File: config.mk
export PLATFORM = sky130hd
export DESIGN_NAME = sfr_sys_regs
export DESIGN_NICKNAME = d
export VERILOG_FILES = /design/src/verilog/sfr_pkg.sv /design/src/verilog/sfr_sys_regs.sv /design/src/verilog/sfr_flag_cell.sv /design/src/verilog/sfr_irq_gate.sv
export SDC_FILE = /design/constraint.sdc
export NUM_CORES = 1
export LEC_CHECK = 0
export BUFFER_PORTS_ARGS = -buffer_cell sky130_fd_sc_hd__buf_2
export CAP_MARGIN = 20
export CELL_PAD_IN_SITES_DETAIL_PLACEMENT = 2
export CELL_PAD_IN_SITES_GLOBAL_PLACEMENT = 2
export CORE_MARGIN = 3
export CORE_UTILIZATION = 22
export CTS_BUF_LIST = sky130_fd_sc_hd__clkbuf_8 sky130_fd_sc_hd__clkbuf_16
export DETAILED_ROUTE_END_ITERATION = 8
export PLACE_DENSITY = 0.76
export SETUP_SLACK_MARGIN = 0.5
export SLEW_MARGIN = 20
export SYNTH_ARGS = -nofsm -noshare
export SYNTH_HDL_FRONTEND = slang
export SYNTH_SLANG_ARGS = --single-unit
File: constraint.sdc
create_clock -name clk -period 1.3 [get_ports clk]
set_input_delay 0.26 -clock clk [delete_from_list [all_inputs] [get_ports clk]]
set_output_delay 0.26 -clock clk [all_outputs]
set_load 0.05 [all_outputs]
File: src/verilog/sfr_pkg.sv
// Offsets, bit positions and reset values of the system flag and enable bytes
package sfr_pkg;
  localparam int          ADDR_W          = 4;
  localparam int          DATA_W          = 8;
  // Byte offsets in the special function space
  localparam logic [3:0]  OFF_EN_ONE      = 4'h0;
  localparam logic [3:0]  OFF_EN_TWO      = 4'h1;
  localparam logic [3:0]  OFF_FLAG_ONE    = 4'h2;
  localparam logic [3:0]  OFF_FLAG_TWO    = 4'h3;
  // Enable byte fields
  localparam int          BIT_WDOG_EN     = 0;
  localparam int          BIT_OSC_EN      = 1;
  localparam int          BIT_NMI_EN      = 4;
  localparam int          BIT_FLASH_EN    = 5;
  localparam logic        EN_RESET        = 1'b0;
  // Flag byte fields, also the index of each flag cell
  localparam int          BIT_WDOG_FLAG   = 0;
  localparam int          BIT_OSC_FLAG    = 1;
  localparam int          BIT_PWR_FLAG    = 2;
  localparam int          BIT_PIN_RST     = 3;
  localparam int          BIT_NMI_FLAG    = 4;
  localparam int          NUM_FLAGS       = 5;
  // Per flag: value after reset, and whether only power-on reset forces it
  localparam logic [4:0]  FLAG_RESET_VAL  = 5'h06;
  localparam logic [4:0]  FLAG_POR_ONLY   = 5'h0D;
  localparam logic [7:0]  READ_ZERO       = 8'h00;
endpackage

File: src/verilog/sfr_sys_regs.sv
// System interrupt enable and flag bytes on the core's peripheral bus
//
// Contract
// - Power-up-clear bits writable, forced by every clear
// - Power-on bits writable, forced only by power-on
// - Unassigned bit positions hold no storage
// - Enable byte holds four enables, cleared
// - Watchdog enable acts only in interval mode
// - Watchdog flag set on key violation, or on overflow outside interval mode
// - Watchdog flag cleared by power-on or pin reset
// - Oscillator flag set on fault and clear
// - Power-on flag set on power-up, software clearable
// - Pin reset flag set by pin, cleared power-on
// - Pin NMI flag set by pin, cleared
// - Individual enables gate non-maskable sources, no global
`timescale 1ns/1ps
module sfr_sys_regs
  import sfr_pkg::*;
(
  input  wire logic                      clk,               // System clock, 25 MHz
  input  wire logic                      rst_n,             // Power-up clear, sync, low
  input  wire logic                      por_n,             // Power-on reset, sync, low
  input  wire logic [sfr_pkg::ADDR_W-1:0] bus_addr,         // Byte address in SFR space
  input  wire logic                      bus_wr,            // Write strobe
  input  wire logic                      bus_rd,            // Read strobe
  input  wire logic [sfr_pkg::DATA_W-1:0] bus_wdata,        // Write byte
  output logic      [sfr_pkg::DATA_W-1:0] bus_rdata,        // Read byte, one cycle later
  input  wire logic                      wdog_overflow,     // Counter overflow pulse
  input  wire logic                      wdog_interval_mode, // Watchdog in interval mode
  input  wire logic                      wdog_key_violation, // Security key fault pulse
  input  wire logic                      osc_fault,         // Oscillator fault pulse
  input  wire logic                      pin_reset_evt,     // Reset seen on reset_nmi_pin
  input  wire logic                      pin_nmi_evt,       // NMI seen on reset_nmi_pin
  input  wire logic                      flash_violation,   // Flash violation flag level
  output logic                           wdog_irq_req,      // Watchdog interval request
  output logic                           nmi_irq_req        // Non-maskable request
);
  import sfr_pkg::*;

  function automatic logic addr_hit(input logic [ADDR_W-1:0] a, input logic [ADDR_W-1:0] off);
    addr_hit = (a == off);
  endfunction

  logic                 flash_violation_irq_en;
  logic                 pin_nmi_irq_en;
  logic                 osc_fault_irq_en;
  logic                 wdog_interval_irq_en;
  logic [NUM_FLAGS-1:0] flag_q;
  logic [NUM_FLAGS-1:0] flag_set;
  logic [NUM_FLAGS-1:0] flag_clr;
  logic                 wr_flags;
  logic                 wr_enables;
  logic [DATA_W-1:0]    en_byte;
  logic [DATA_W-1:0]    flag_byte;

  assign wr_enables = bus_wr && addr_hit(bus_addr, OFF_EN_ONE);
  assign wr_flags   = bus_wr && addr_hit(bus_addr, OFF_FLAG_ONE);

  // Only the four enables are flip-flops; other positions have none
  always_ff @(posedge clk) begin
    if (!rst_n || !por_n) begin
      flash_violation_irq_en <= EN_RESET;
      pin_nmi_irq_en         <= EN_RESET;
      osc_fault_irq_en       <= EN_RESET;
      wdog_interval_irq_en   <= EN_RESET;
    end else if (wr_enables) begin
      flash_violation_irq_en <= bus_wdata[BIT_FLASH_EN];
      pin_nmi_irq_en         <= bus_wdata[BIT_NMI_EN];
      osc_fault_irq_en       <= bus_wdata[BIT_OSC_EN];
      wdog_interval_irq_en   <= bus_wdata[BIT_WDOG_EN];
    end
  end

  // Hardware events per flag
  always_comb begin
    flag_set = '0;
    flag_clr = '0;
    flag_set[BIT_WDOG_FLAG] = wdog_key_violation
                              || (wdog_overflow && !wdog_interval_mode);
    flag_clr[BIT_WDOG_FLAG] = pin_reset_evt;
    flag_set[BIT_OSC_FLAG]  = osc_fault;
    flag_set[BIT_PIN_RST]   = pin_reset_evt;
    flag_set[BIT_NMI_FLAG]  = pin_nmi_evt;
  end

  // Power-on flag is raised by its reset value, so no set input needed
  genvar gi;
  generate
    for (gi = 0; gi < NUM_FLAGS; gi++) begin : g_flag
      sfr_flag_cell #(
        .RESET_VAL (FLAG_RESET_VAL[gi]),
        .POR_ONLY  (FLAG_POR_ONLY[gi])
      ) u_cell (
        .clk    (clk),
        .rst_n  (rst_n),
        .por_n  (por_n),
        .hw_set (flag_set[gi]),
        .hw_clr (flag_clr[gi]),
        .wr_en  (wr_flags),
        .wr_val (bus_wdata[gi]),
        .flag_q (flag_q[gi])
      );
    end
  endgenerate

  always_comb begin
    en_byte                = READ_ZERO;
    en_byte[BIT_FLASH_EN]  = flash_violation_irq_en;
    en_byte[BIT_NMI_EN]    = pin_nmi_irq_en;
    en_byte[BIT_OSC_EN]    = osc_fault_irq_en;
    en_byte[BIT_WDOG_EN]   = wdog_interval_irq_en;
    flag_byte              = READ_ZERO;
    flag_byte[NUM_FLAGS-1:0] = flag_q;
  end

  // Unmapped and empty bytes read zero
  always_ff @(posedge clk) begin
    if (!rst_n || !por_n) begin
      bus_rdata <= READ_ZERO;
    end else if (bus_rd) begin
      if (addr_hit(bus_addr, OFF_EN_ONE)) begin
        bus_rdata <= en_byte;
      end else if (addr_hit(bus_addr, OFF_FLAG_ONE)) begin
        bus_rdata <= flag_byte;
      end else begin
        bus_rdata <= READ_ZERO;
      end
    end
  end

  sfr_irq_gate u_gate (
    .clk           (clk),
    .rst_n         (rst_n && por_n),
    .wdog_flag     (flag_q[BIT_WDOG_FLAG]),
    .wdog_en       (wdog_interval_irq_en),
    .interval_mode (wdog_interval_mode),
    .osc_flag      (flag_q[BIT_OSC_FLAG]),
    .osc_en        (osc_fault_irq_en),
    .nmi_flag      (flag_q[BIT_NMI_FLAG]),
    .nmi_en        (pin_nmi_irq_en),
    .flash_flag    (flash_violation),
    .flash_en      (flash_violation_irq_en),
    .wdog_irq_req  (wdog_irq_req),
    .nmi_irq_req   (nmi_irq_req)
  );

  a_en_puc_clear: assert property (@(posedge clk)
    !rst_n |=> (en_byte == READ_ZERO))
    else $error("Enables not cleared by power-up clear");

  a_en_write_takes: assert property (@(posedge clk) disable iff (!rst_n || !por_n)
    wr_enables |=> (en_byte == ($past(bus_wdata) & 8'h33)))
    else $error("Enable byte write not stored");

  a_unimpl_read_zero: assert property (@(posedge clk) disable iff (!rst_n || !por_n)
    (bus_rd && (addr_hit(bus_addr, OFF_EN_TWO) || addr_hit(bus_addr, OFF_FLAG_TWO)))
    |=> (bus_rdata == READ_ZERO))
    else $error("Unimplemented byte read nonzero");

  a_wdog_gate_mode: assert property (@(posedge clk) disable iff (!rst_n || !por_n)
    !wdog_interval_mode |=> !wdog_irq_req)
    else $error("Watchdog request outside interval mode");

  a_wdog_flag_set: assert property (@(posedge clk) disable iff (!por_n)
    (wdog_key_violation || (wdog_overflow && !wdog_interval_mode))
    |=> flag_q[BIT_WDOG_FLAG])
    else $error("Watchdog flag not set");

  a_wdog_flag_clr: assert property (@(posedge clk) disable iff (!por_n)
    (pin_reset_evt && !flag_set[BIT_WDOG_FLAG]) |=> !flag_q[BIT_WDOG_FLAG])
    else $error("Watchdog flag not cleared by pin reset");

  a_osc_flag_puc: assert property (@(posedge clk)
    (!rst_n || osc_fault) |=> flag_q[BIT_OSC_FLAG])
    else $error("Oscillator flag not set");

  a_power_on_flag: assert property (@(posedge clk)
    !por_n |=> (flag_q[BIT_PWR_FLAG] && !flag_q[BIT_PIN_RST] && !flag_q[BIT_WDOG_FLAG]))
    else $error("Power-on flag values wrong");

  a_pin_reset_flag: assert property (@(posedge clk) disable iff (!por_n)
    pin_reset_evt |=> flag_q[BIT_PIN_RST])
    else $error("Pin reset flag not set");

  a_nmi_flag_puc: assert property (@(posedge clk) disable iff (!por_n)
    (!rst_n && !pin_nmi_evt) |=> !flag_q[BIT_NMI_FLAG])
    else $error("Pin NMI flag not cleared");

  a_nmi_req_path: assert property (@(posedge clk) disable iff (!rst_n || !por_n)
    (flag_q[BIT_NMI_FLAG] && pin_nmi_irq_en) |=> nmi_irq_req)
    else $error("NMI request missing");

  a_req_needs_en: assert property (@(posedge clk) disable iff (!rst_n || !por_n)
    (!flash_violation_irq_en && !pin_nmi_irq_en && !osc_fault_irq_en) |=> !nmi_irq_req)
    else $error("Request without enable");

  // Enable byte: power-on clear, hold and readback
  a_en_por_clear: assert property (@(posedge clk)
    !por_n |=> (en_byte == READ_ZERO))
    else $error("Enables not cleared by power-on reset");

  a_en_hold_idle: assert property (@(posedge clk) disable iff (!rst_n || !por_n)
    !wr_enables |=> (en_byte == $past(en_byte)))
    else $error("Enable byte changed without a write");

  a_en_read_value: assert property (@(posedge clk) disable iff (!rst_n || !por_n)
    (bus_rd && addr_hit(bus_addr, OFF_EN_ONE)) |=> (bus_rdata == $past(en_byte)))
    else $error("Enable byte read wrong");

  // Read path: old value returned, held until the next read
  a_flag_read_value: assert property (@(posedge clk) disable iff (!rst_n || !por_n)
    (bus_rd && addr_hit(bus_addr, OFF_FLAG_ONE)) |=> (bus_rdata == $past(flag_byte)))
    else $error("Flag byte read wrong");

  a_high_addr_zero: assert property (@(posedge clk) disable iff (!rst_n || !por_n)
    (bus_rd && (bus_addr > OFF_FLAG_TWO)) |=> (bus_rdata == READ_ZERO))
    else $error("Unmapped byte read nonzero");

  a_rdata_holds: assert property (@(posedge clk) disable iff (!rst_n || !por_n)
    !bus_rd |=> (bus_rdata == $past(bus_rdata)))
    else $error("Read byte changed without a read");

  a_rdata_clear: assert property (@(posedge clk)
    (!rst_n || !por_n) |=> (bus_rdata == READ_ZERO))
    else $error("Read byte not cleared by reset");

  a_flag_write_takes: assert property (@(posedge clk) disable iff (!rst_n || !por_n)
    (wr_flags && (flag_set == '0) && (flag_clr == '0))
    |=> (flag_q == $past(bus_wdata[NUM_FLAGS-1:0])))
    else $error("Flag byte write not stored");

  a_flag_hold_idle: assert property (@(posedge clk) disable iff (!rst_n || !por_n)
    (!wr_flags && (flag_set == '0) && (flag_clr == '0)) |=> (flag_q == $past(flag_q)))
    else $error("Flag changed with no event or write");

  a_set_beats_write: assert property (@(posedge clk) disable iff (!por_n)
    (wr_flags && rst_n && (flag_set != '0))
    |=> ((flag_q & $past(flag_set)) == $past(flag_set)))
    else $error("Software write overrode a hardware set");

  // Power-on-only bits ride through a power-up clear
  a_pwr_puc_keep: assert property (@(posedge clk) disable iff (!por_n)
    !rst_n |=> (flag_q[BIT_PWR_FLAG] == $past(flag_q[BIT_PWR_FLAG])))
    else $error("Power-on flag changed by power-up clear");

  a_pin_puc_keep: assert property (@(posedge clk) disable iff (!por_n)
    (!rst_n && !pin_reset_evt) |=> (flag_q[BIT_PIN_RST] == $past(flag_q[BIT_PIN_RST])))
    else $error("Pin reset flag changed by power-up clear");

  a_wdog_puc_keep: assert property (@(posedge clk) disable iff (!por_n)
    (!rst_n && !pin_reset_evt && !flag_set[BIT_WDOG_FLAG])
    |=> (flag_q[BIT_WDOG_FLAG] == $past(flag_q[BIT_WDOG_FLAG])))
    else $error("Watchdog flag changed by power-up clear");

  a_pwr_only_por: assert property (@(posedge clk) disable iff (!rst_n || !por_n)
    (!wr_flags && !flag_q[BIT_PWR_FLAG]) |=> !flag_q[BIT_PWR_FLAG])
    else $error("Power-on flag rose without power-on reset");

  // Flags rise only on their own events
  a_ovf_mode_ignored: assert property (@(posedge clk) disable iff (!por_n)
    (wdog_overflow && wdog_interval_mode && !wdog_key_violation && !pin_reset_evt && !wr_flags)
    |=> (flag_q[BIT_WDOG_FLAG] == $past(flag_q[BIT_WDOG_FLAG])))
    else $error("Overflow in interval mode touched watchdog flag");

  a_osc_only_event: assert property (@(posedge clk) disable iff (!rst_n || !por_n)
    (!osc_fault && !wr_flags && !flag_q[BIT_OSC_FLAG]) |=> !flag_q[BIT_OSC_FLAG])
    else $error("Oscillator flag rose without a fault");

  a_pin_only_event: assert property (@(posedge clk) disable iff (!rst_n || !por_n)
    (!pin_reset_evt && !wr_flags && !flag_q[BIT_PIN_RST]) |=> !flag_q[BIT_PIN_RST])
    else $error("Pin reset flag rose without a pin reset");

  a_nmi_only_event: assert property (@(posedge clk) disable iff (!rst_n || !por_n)
    (!pin_nmi_evt && !wr_flags && !flag_q[BIT_NMI_FLAG]) |=> !flag_q[BIT_NMI_FLAG])
    else $error("Pin NMI flag rose without an event");

  a_nmi_flag_set: assert property (@(posedge clk) disable iff (!rst_n || !por_n)
    pin_nmi_evt |=> flag_q[BIT_NMI_FLAG])
    else $error("Pin NMI flag not set");

  // Requests follow flag and enable one cycle late
  a_wdog_req_path: assert property (@(posedge clk) disable iff (!rst_n || !por_n)
    (flag_q[BIT_WDOG_FLAG] && wdog_interval_irq_en && wdog_interval_mode) |=> wdog_irq_req)
    else $error("Watchdog interval request missing");

  a_wdog_req_needs: assert property (@(posedge clk) disable iff (!rst_n || !por_n)
    (!flag_q[BIT_WDOG_FLAG] || !wdog_interval_irq_en) |=> !wdog_irq_req)
    else $error("Watchdog request without flag and enable");

  a_osc_req_path: assert property (@(posedge clk) disable iff (!rst_n || !por_n)
    (flag_q[BIT_OSC_FLAG] && osc_fault_irq_en) |=> nmi_irq_req)
    else $error("Oscillator fault request missing");

  a_flash_req_path: assert property (@(posedge clk) disable iff (!rst_n || !por_n)
    (flash_violation && flash_violation_irq_en) |=> nmi_irq_req)
    else $error("Flash violation request missing");

  a_nmi_req_needs: assert property (@(posedge clk) disable iff (!rst_n || !por_n)
    !((flag_q[BIT_NMI_FLAG] && pin_nmi_irq_en) || (flag_q[BIT_OSC_FLAG] && osc_fault_irq_en)
      || (flash_violation && flash_violation_irq_en)) |=> !nmi_irq_req)
    else $error("Non-maskable request without flag and enable");

  a_req_reset_low: assert property (@(posedge clk)
    (!rst_n || !por_n) |=> (!wdog_irq_req && !nmi_irq_req))
    else $error("Requests not cleared by reset");
endmodule

File: src/verilog/sfr_flag_cell.sv
// One sticky flag bit with power-on and power-up-clear reset handling
`timescale 1ns/1ps
module sfr_flag_cell #(
  parameter logic RESET_VAL = 1'b0,
  parameter logic POR_ONLY  = 1'b0
) (
  input  wire logic clk,      // System clock
  input  wire logic rst_n,    // Power-up clear, sync, low
  input  wire logic por_n,    // Power-on reset, sync, low
  input  wire logic hw_set,   // Hardware set event
  input  wire logic hw_clr,   // Hardware clear event
  input  wire logic wr_en,    // Software write strobe
  input  wire logic wr_val,   // Software write value
  output logic      flag_q    // Flag state
);
  always_ff @(posedge clk) begin
    if (!por_n) begin
      flag_q <= RESET_VAL;
    end else if (!rst_n && !POR_ONLY) begin
      flag_q <= RESET_VAL;
    end else if (hw_set) begin
      flag_q <= 1'b1;
    end else if (hw_clr) begin
      flag_q <= 1'b0;
    end else if (wr_en && rst_n) begin
      // Core sits in reset during a clear, so no write may land
      flag_q <= wr_val;
    end
  end

  generate
    if (POR_ONLY) begin : g_por
      a_por_bit_keep: assert property (@(posedge clk) disable iff (!por_n)
        (!rst_n && !hw_set && !hw_clr) |=> (flag_q == $past(flag_q)))
        else $error("Power-on bit changed by power-up clear");
    end
  endgenerate

  a_set_wins_clear: assert property (@(posedge clk) disable iff (!por_n)
    (hw_set && (rst_n || POR_ONLY)) |=> flag_q)
    else $error("Hardware set lost against a clear");
endmodule

File: src/verilog/sfr_irq_gate.sv
// Registered interrupt requests from flags and enables
`timescale 1ns/1ps
module sfr_irq_gate (
  input  wire logic clk,            // System clock
  input  wire logic rst_n,          // Power-up clear, sync, low
  input  wire logic wdog_flag,      // Watchdog event flag
  input  wire logic wdog_en,        // Watchdog interval enable
  input  wire logic interval_mode,  // Watchdog runs as interval timer
  input  wire logic osc_flag,       // Oscillator fault flag
  input  wire logic osc_en,         // Oscillator fault enable
  input  wire logic nmi_flag,       // Pin NMI flag
  input  wire logic nmi_en,         // Pin NMI enable
  input  wire logic flash_flag,     // Flash violation flag, held elsewhere
  input  wire logic flash_en,       // Flash violation enable
  output logic      wdog_irq_req,   // Maskable watchdog request
  output logic      nmi_irq_req     // Non-maskable request
);
  always_ff @(posedge clk) begin
    if (!rst_n) begin
      wdog_irq_req <= 1'b0;
    end else begin
      // Enable is meaningless while the watchdog resets the system
      wdog_irq_req <= wdog_flag && wdog_en && interval_mode;
    end
  end

  always_ff @(posedge clk) begin
    if (!rst_n) begin
      nmi_irq_req <= 1'b0;
    end else begin
      // No global enable input: only the individual enables block these
      nmi_irq_req <= (nmi_flag && nmi_en) || (osc_flag && osc_en)
                     || (flash_flag && flash_en);
    end
  end
endmodule

After elaboration in Yosys (flattened, before gate mapping)
Index checks and enable logic that the tools add are counted.
{"block": "totals", "word_cells": 47, "reg_bits": 19, "out_inout_bits": 10, "input_bits": 24}
{"block": "classes", "eq_ne": 1, "reduce_logical": 23, "bitwise": 2, "n_mux": 9}
{"operator": "1-bit logical AND", "n": 10}
{"operator": "1-bit 2-to-1 mux", "n": 7}
{"operator": "6-bit 2-to-1 mux", "n": 1}
{"operator": "5-bit 2-to-1 mux", "n": 1}
{"operator": "4-bit by 2-bit equality test with 1-bit output (second input constant)", "n": 1}
{"operator": "4-bit logical NOT", "n": 1}
{"operator": "1-bit logical OR", "n": 4}
{"operator": "2-bit nonzero test", "n": 2}
{"operator": "1-bit logical NOT", "n": 3}
{"operator": "3-bit nonzero test", "n": 1}
{"operator": "3-bit OR reduction", "n": 1}
{"operator": "1-bit inverter", "n": 2}
{"operator": "2-bit AND reduction", "n": 1}

Longest topological paths before layout
{"block": "depth", "ltp_word": 6, "depth_mapped": 4, "mapped_depth_nobuf": 3}

By module
A second synthesis with hierarchy kept.
{"block": "unflattened", "hier_cells": 82, "hier_area_um2": 784.5}
{"mod": "sfr_sys_regs", "seq_area_each_um2": 200.2, "area_per_inst_um2": 474.2, "instances": 1, "cells_per_inst": 52}
{"mod": "sfr_flag_cell (g_flag[0].u_cell ...)", "seq_area_each_um2": 20.0, "area_per_inst_um2": 48.8, "instances": 2, "cells_per_inst": 5}
{"mod": "sfr_irq_gate", "seq_area_each_um2": 40.0, "area_per_inst_um2": 65.1, "instances": 1, "cells_per_inst": 5}
{"mod": "sfr_flag_cell (g_flag[2].u_cell)", "seq_area_each_um2": 20.0, "area_per_inst_um2": 53.8, "instances": 1, "cells_per_inst": 6}
{"mod": "sfr_flag_cell (g_flag[4].u_cell)", "seq_area_each_um2": 20.0, "area_per_inst_um2": 51.3, "instances": 1, "cells_per_inst": 5}
{"mod": "sfr_flag_cell (g_flag[1].u_cell)", "seq_area_each_um2": 20.0, "area_per_inst_um2": 42.5, "instances": 1, "cells_per_inst": 4}

Least setup slack after synthesis
OpenSTA, ideal clock, no wires.
{"block": "synth_path", "kind": "input -> register", "startpoint": "in bus_addr[0] (netlist bit)", "endpoint": "reg g_flag[0].u_cell.flag_q", "path_buffers": 1, "cell_stages": 4, "setup_slack_ns": -0.031, "t_arrival_ns": 1.199, "setup_time_ns": 0.131, "required_time_ns": 1.169, "path_cell_list": "or4b_1 buf_2 o2111ai_2 o311ai_1"}
{"block": "synth_between", "elab_chain_len": 4}
{"item": "start: declaration", "line_no": "sfr_sys_regs.sv:23", "rtl": "input wire logic [sfr_pkg::ADDR_W-1:0] bus_addr,"}
{"item": "4-bit by 2-bit equality test with 1-bit output", "line_no": "sfr_sys_regs.sv:41", "rtl": "addr_hit = (a == off);"}
{"item": "1-bit logical AND", "line_no": "sfr_sys_regs.sv:57", "rtl": "assign wr_flags = bus_wr && addr_hit(bus_addr, OFF_FLAG_ONE);"}
{"item": "1-bit logical AND", "line_no": "sfr_flag_cell.sv:25", "rtl": "end else if (wr_en && rst_n) begin"}
{"item": "3-bit nonzero test (no source line)"}
{"item": "end signal: assignment", "line_no": "sfr_flag_cell.sv:27", "rtl": "flag_q <= wr_val;"}
{"item": "end: declaration", "line_no": "sfr_flag_cell.sv:14", "rtl": "output logic flag_q"}
No other way between the ends.
A chain may end at the register's enable or synchronous reset.

Worst setup path after layout
{"block": "layout_path", "startpoint": "in bus_addr[2] (netlist bit)", "endpoint": "reg g_flag[0].u_cell.flag_q"}
Same word-level chain as after synthesis.

==> results_dict.tcl <==
set metrics [dict create \
    synth.avg_cell_area_um2 8.773 \
    critPathKind "in -> reg" \
    synthAdderAreaFrac_pct 0 \
    fmax_mhz 872.3 \
    synth_edf_count 0 \
    ys_seq_area_share_pct 44.59 \
    cp_cell_sequence "buf_8, or4b_4, o2111ai_2, o311ai_1" \
    slew_violations 0 \
    yosys-mux-area-fraction_pct 4.426 \
    clkSlewWorstSetupHoldPaths_ns 0.07 \
    portBuffers 29 \
    synth_xor_area_share_pct 0 \
    dr.pass1.iters 4 \
    slowest_delay_ns 0.58 \
    finalCritPeriodShare_pct 88.18 \
    critPathSlowestCell "or4b_4" \
    final_cells 175 \
    drtAntennaViolNets 0 \
    start_util_pct 24.02 \
    die_x_um 64.90 \
    clock_latency_ns 0.25 \
    end_kind "flop" \
    rr_worst_depth 2 \
    grt_use_total_pct 13.64 \
    grt-ovfl-total 0 \
    fin_nets 156 \
    synth_ff_type "dfxtp_1" \
    synth_top_family_by_area "simple AND/OR/NAND/NOR gates" \
    final_hold_viol_count 0 \
    cts_tree "yes" \
    cts_sinks 17 \
    wirelength_mm 2.838 \
    yosys.area_share.simple_pct 26.89 \
    holdBufCountCts 0 \
    drive_above_1_share_pct 57.25 \
    diodes 0 \
    coreArea_mm2 0.003178 \
    clockBufferDepth 2 \
    place_inst 163 \
    whs_endpoint "g_flag[1].u_cell.flag_q$_SDFFE_PP1P_" \
    synthArstFlopShare_pct 0 \
    n_fill_cell 362 \
    worstHoldStart "osc_fault" \
    vias 850 \
    gp_congestion 0.7442 \
    synth_most_common_cell "dfxtp_1" \
    min_path_cells 3 \
    setup_viol_count_final 0 \
    synth_top_area_share_pct 44.59 \
    io_pins 34 \
    p_leak_nw 0.5054 \
    hpwl_mm 1.917 \
    die_area_mm2 0.004212 \
    synth_compound_area_share_pct 18.52 \
    routed_via_density 4.857 \
    ys_top_cells_by_count "dfxtp_1 (17), nand3_1 (11), a21oi_1 (10), nand2b_1 (6)" \
    final_util_pct 41.06 \
    min_path_type "in -> reg" \
    skew_ns 0.001554 \
    ys_warn_count 0 \
    cts_buffers 3 \
    power_density_mw_per_mm2 853.6 \
    reg2reg_to "u_gate.nmi_irq_req$_SDFF_PP0_" \
    ys_ff_latch 17 \
    r2r_slack_ns 0.41 \
    path_buf_inv 1 \
    whs_ns 0.2136 \
    start_kind "primary input" \
    drv_cap 0 \
    cts_root_buffer "clkbuf_8" \
    rows 20 \
    r2r-start "osc_fault_irq_en$_SDFFE_PP0P_" \
    yosysTopAreaCell "dfxtp_1" \
    syn_inst 87 \
    cp_max_fo 5 \
    initialDrtViolationCount 17 \
    synthDistinctLibCells 25 \
    wl_per_cell_um 16.22 \
    crit_required_ns 1.43 \
    ctsHtreeMaxLevel 1 \
    ir_worst_vdd_mv 0.2897 \
    min_period_ns 1.146 \
    grt_pass1_vias 869 \
    area_growth_pct 70.98 \
    path_delay_family "simple AND/OR/NAND/NOR gates" \
    die_y_um 64.90 \
    status "completed" \
    antenna_found_initial 0 \
    grt_pass1_wl_mm 4.395 \
    rsz0062_at_grt "yes" \
    drc_errors 0 \
    synth.area.top_cells "dfxtp_1 (45%), nand3_1 (7.2%), a21oi_1 (6.6%), nand2b_1 (4.9%), mux2_2 (4.4%)" \
    syn_area_um2 763.2 \
    grt_max_degree 13 \
    worstPathArrival_ns 1.27 \
]
## worst max-delay path by stage
| stage | from | to | slack [ns] | depth (start not counted) |
|---|---|---|---|---|
| 6_report | bus_addr[2] | g_flag[0].u_cell.flag_q$_SDFFE_PN0P_ | 0.15 | 4 |
| 5_1_grt | bus_addr[2] | g_flag[0].u_cell.flag_q$_SDFFE_PN0P_ | 0.13 | 4 |
| 4_1_cts | bus_addr[2] | g_flag[0].u_cell.flag_q$_SDFFE_PN0P_ | 0.15 | 4 |
| 3_5_place_dp | bus_addr[0] | g_flag[4].u_cell.flag_q$_SDFFE_PP0P_ | -0.17 | 4 |
| 3_3_place_gp | bus_addr[0] | g_flag[0].u_cell.flag_q$_SDFFE_PN0P_ | -0.12 | 4 |
| 2_1_floorplan | bus_addr[0] | g_flag[0].u_cell.flag_q$_SDFFE_PN0P_ | 0.005 | 4 |
## flip-flops by register name (all words and copies together) (netlist names)
register and flops:
flash_violation_irq_en 1, u_gate.nmi_irq_req 1, bus_rdata 6, osc_fault_irq_en 1
g_flag.u_cell.flag_q 5, wdog_interval_irq_en 1, u_gate.wdog_irq_req 1, pin_nmi_irq_en 1
## layout by cell type (no fill, tap or decap)
| cell | instances |
|---|---|
| nand4_1 | 5 |
| mux2_4 | 3 |
| o21ai_4 | 1 |
| clkbuf_8 | 3 |
| nor4_4 | 1 |
| dfxtp_2 | 9 |
| o21ai_0 | 3 |
| dfxtp_1 | 8 |
| a222oi_1 | 1 |
| buf_2 | 18 |
| inv_1 | 2 |
| o21ai_1 | 3 |
| buf_4 | 15 |
| nor3_4 | 1 |
| a211oi_2 | 1 |
| inv_2 | 1 |
| nand2_1 | 3 |
| o2111ai_2 | 1 |
| a21oi_2 | 3 |
| buf_6 | 3 |
| nor2_1 | 5 |
| buf_8 | 8 |
| or4b_4 | 2 |
| nand2b_1 | 6 |
| nor2b_1 | 1 |
| conb_1 | 2 |
| nor4b_4 | 1 |
| o311a_1 | 1 |
| o311ai_1 | 1 |
| a21oi_1 | 7 |
| nand3_1 | 8 |
| nand3_2 | 3 |
| o21ai_2 | 1 |
## worst reg2reg max path: stages, from the launching register on
cell and delay [ns]:
dfxtp_1 0.35, a222oi_1 0.36, nor2_1 0.07
## stage by stage
step | power [mW] | TNS, ns | area (µm²) | worst slack (ns)
after floorplan | 0.6231 | 0 | 818.3 | 0.005240
after global placement | 0.6936 | -0.6979 | 1039 | -0.1239
after detailed placement | 0.7002 | -1.105 | 1039 | -0.1657
after CTS | 1.111 | 0 | 1211 | 0.1492
after global routing | 1.161 | 0 | 1305 | 0.1335
final | 1.114 | 0 | 1305 | 0.1537
## cells by family (layout without fill, tap and decap cells)
logic type	Yosys count	count (layout)
other	1	2
AO/OA/AOI/OAI	23	23
buffers and inverters	8	50
AND/OR/NAND/NOR	35	36
multiplexers	3	3
flip-flops	17	17
## cell type report
| cell class | instances | area [µm²] | area share (%) |
|---|---|---|---|
| tap | 44 | 55.05 | 4.219 |
| inverter | 2 | 7.507 | 0.5753 |
| multi-input combinational | 64 | 489.2 | 37.49 |
| sequential | 17 | 351.6 | 26.94 |
| clock inverter | 1 | 3.754 | 0.2876 |
| clock buffer | 3 | 41.29 | 3.164 |
| timing repair buffer | 44 | 356.6 | 27.33 |
## timing repair
item,4_1_cts,5_1_grt
cloned,1,0
endpoints found under the hold margin,0,0
gates resized for setup,32,13
buffers inserted,1,6
pin swaps,12,2
endpoints found under the setup margin,24,24
## per-layer routing
metal,vias to the layer above,share of wire [%],GRT usage [%]
met1,424,40,16.81
li1,406,-,-
met2,16,56,23.24
met5,-,0,0
met4,0,1.5,5.013
met3,4,2.8,2.773
## report_power, final
part           switching [mW]  internal (mW)  total [mW]
Clock                   0.186          0.210       0.395
Sequential            0.00778          0.529       0.537
Combinational          0.0989         0.0830       0.182
Total                   0.292          0.822        1.11
No activity file was read; power rests on OpenSTA's default activity.
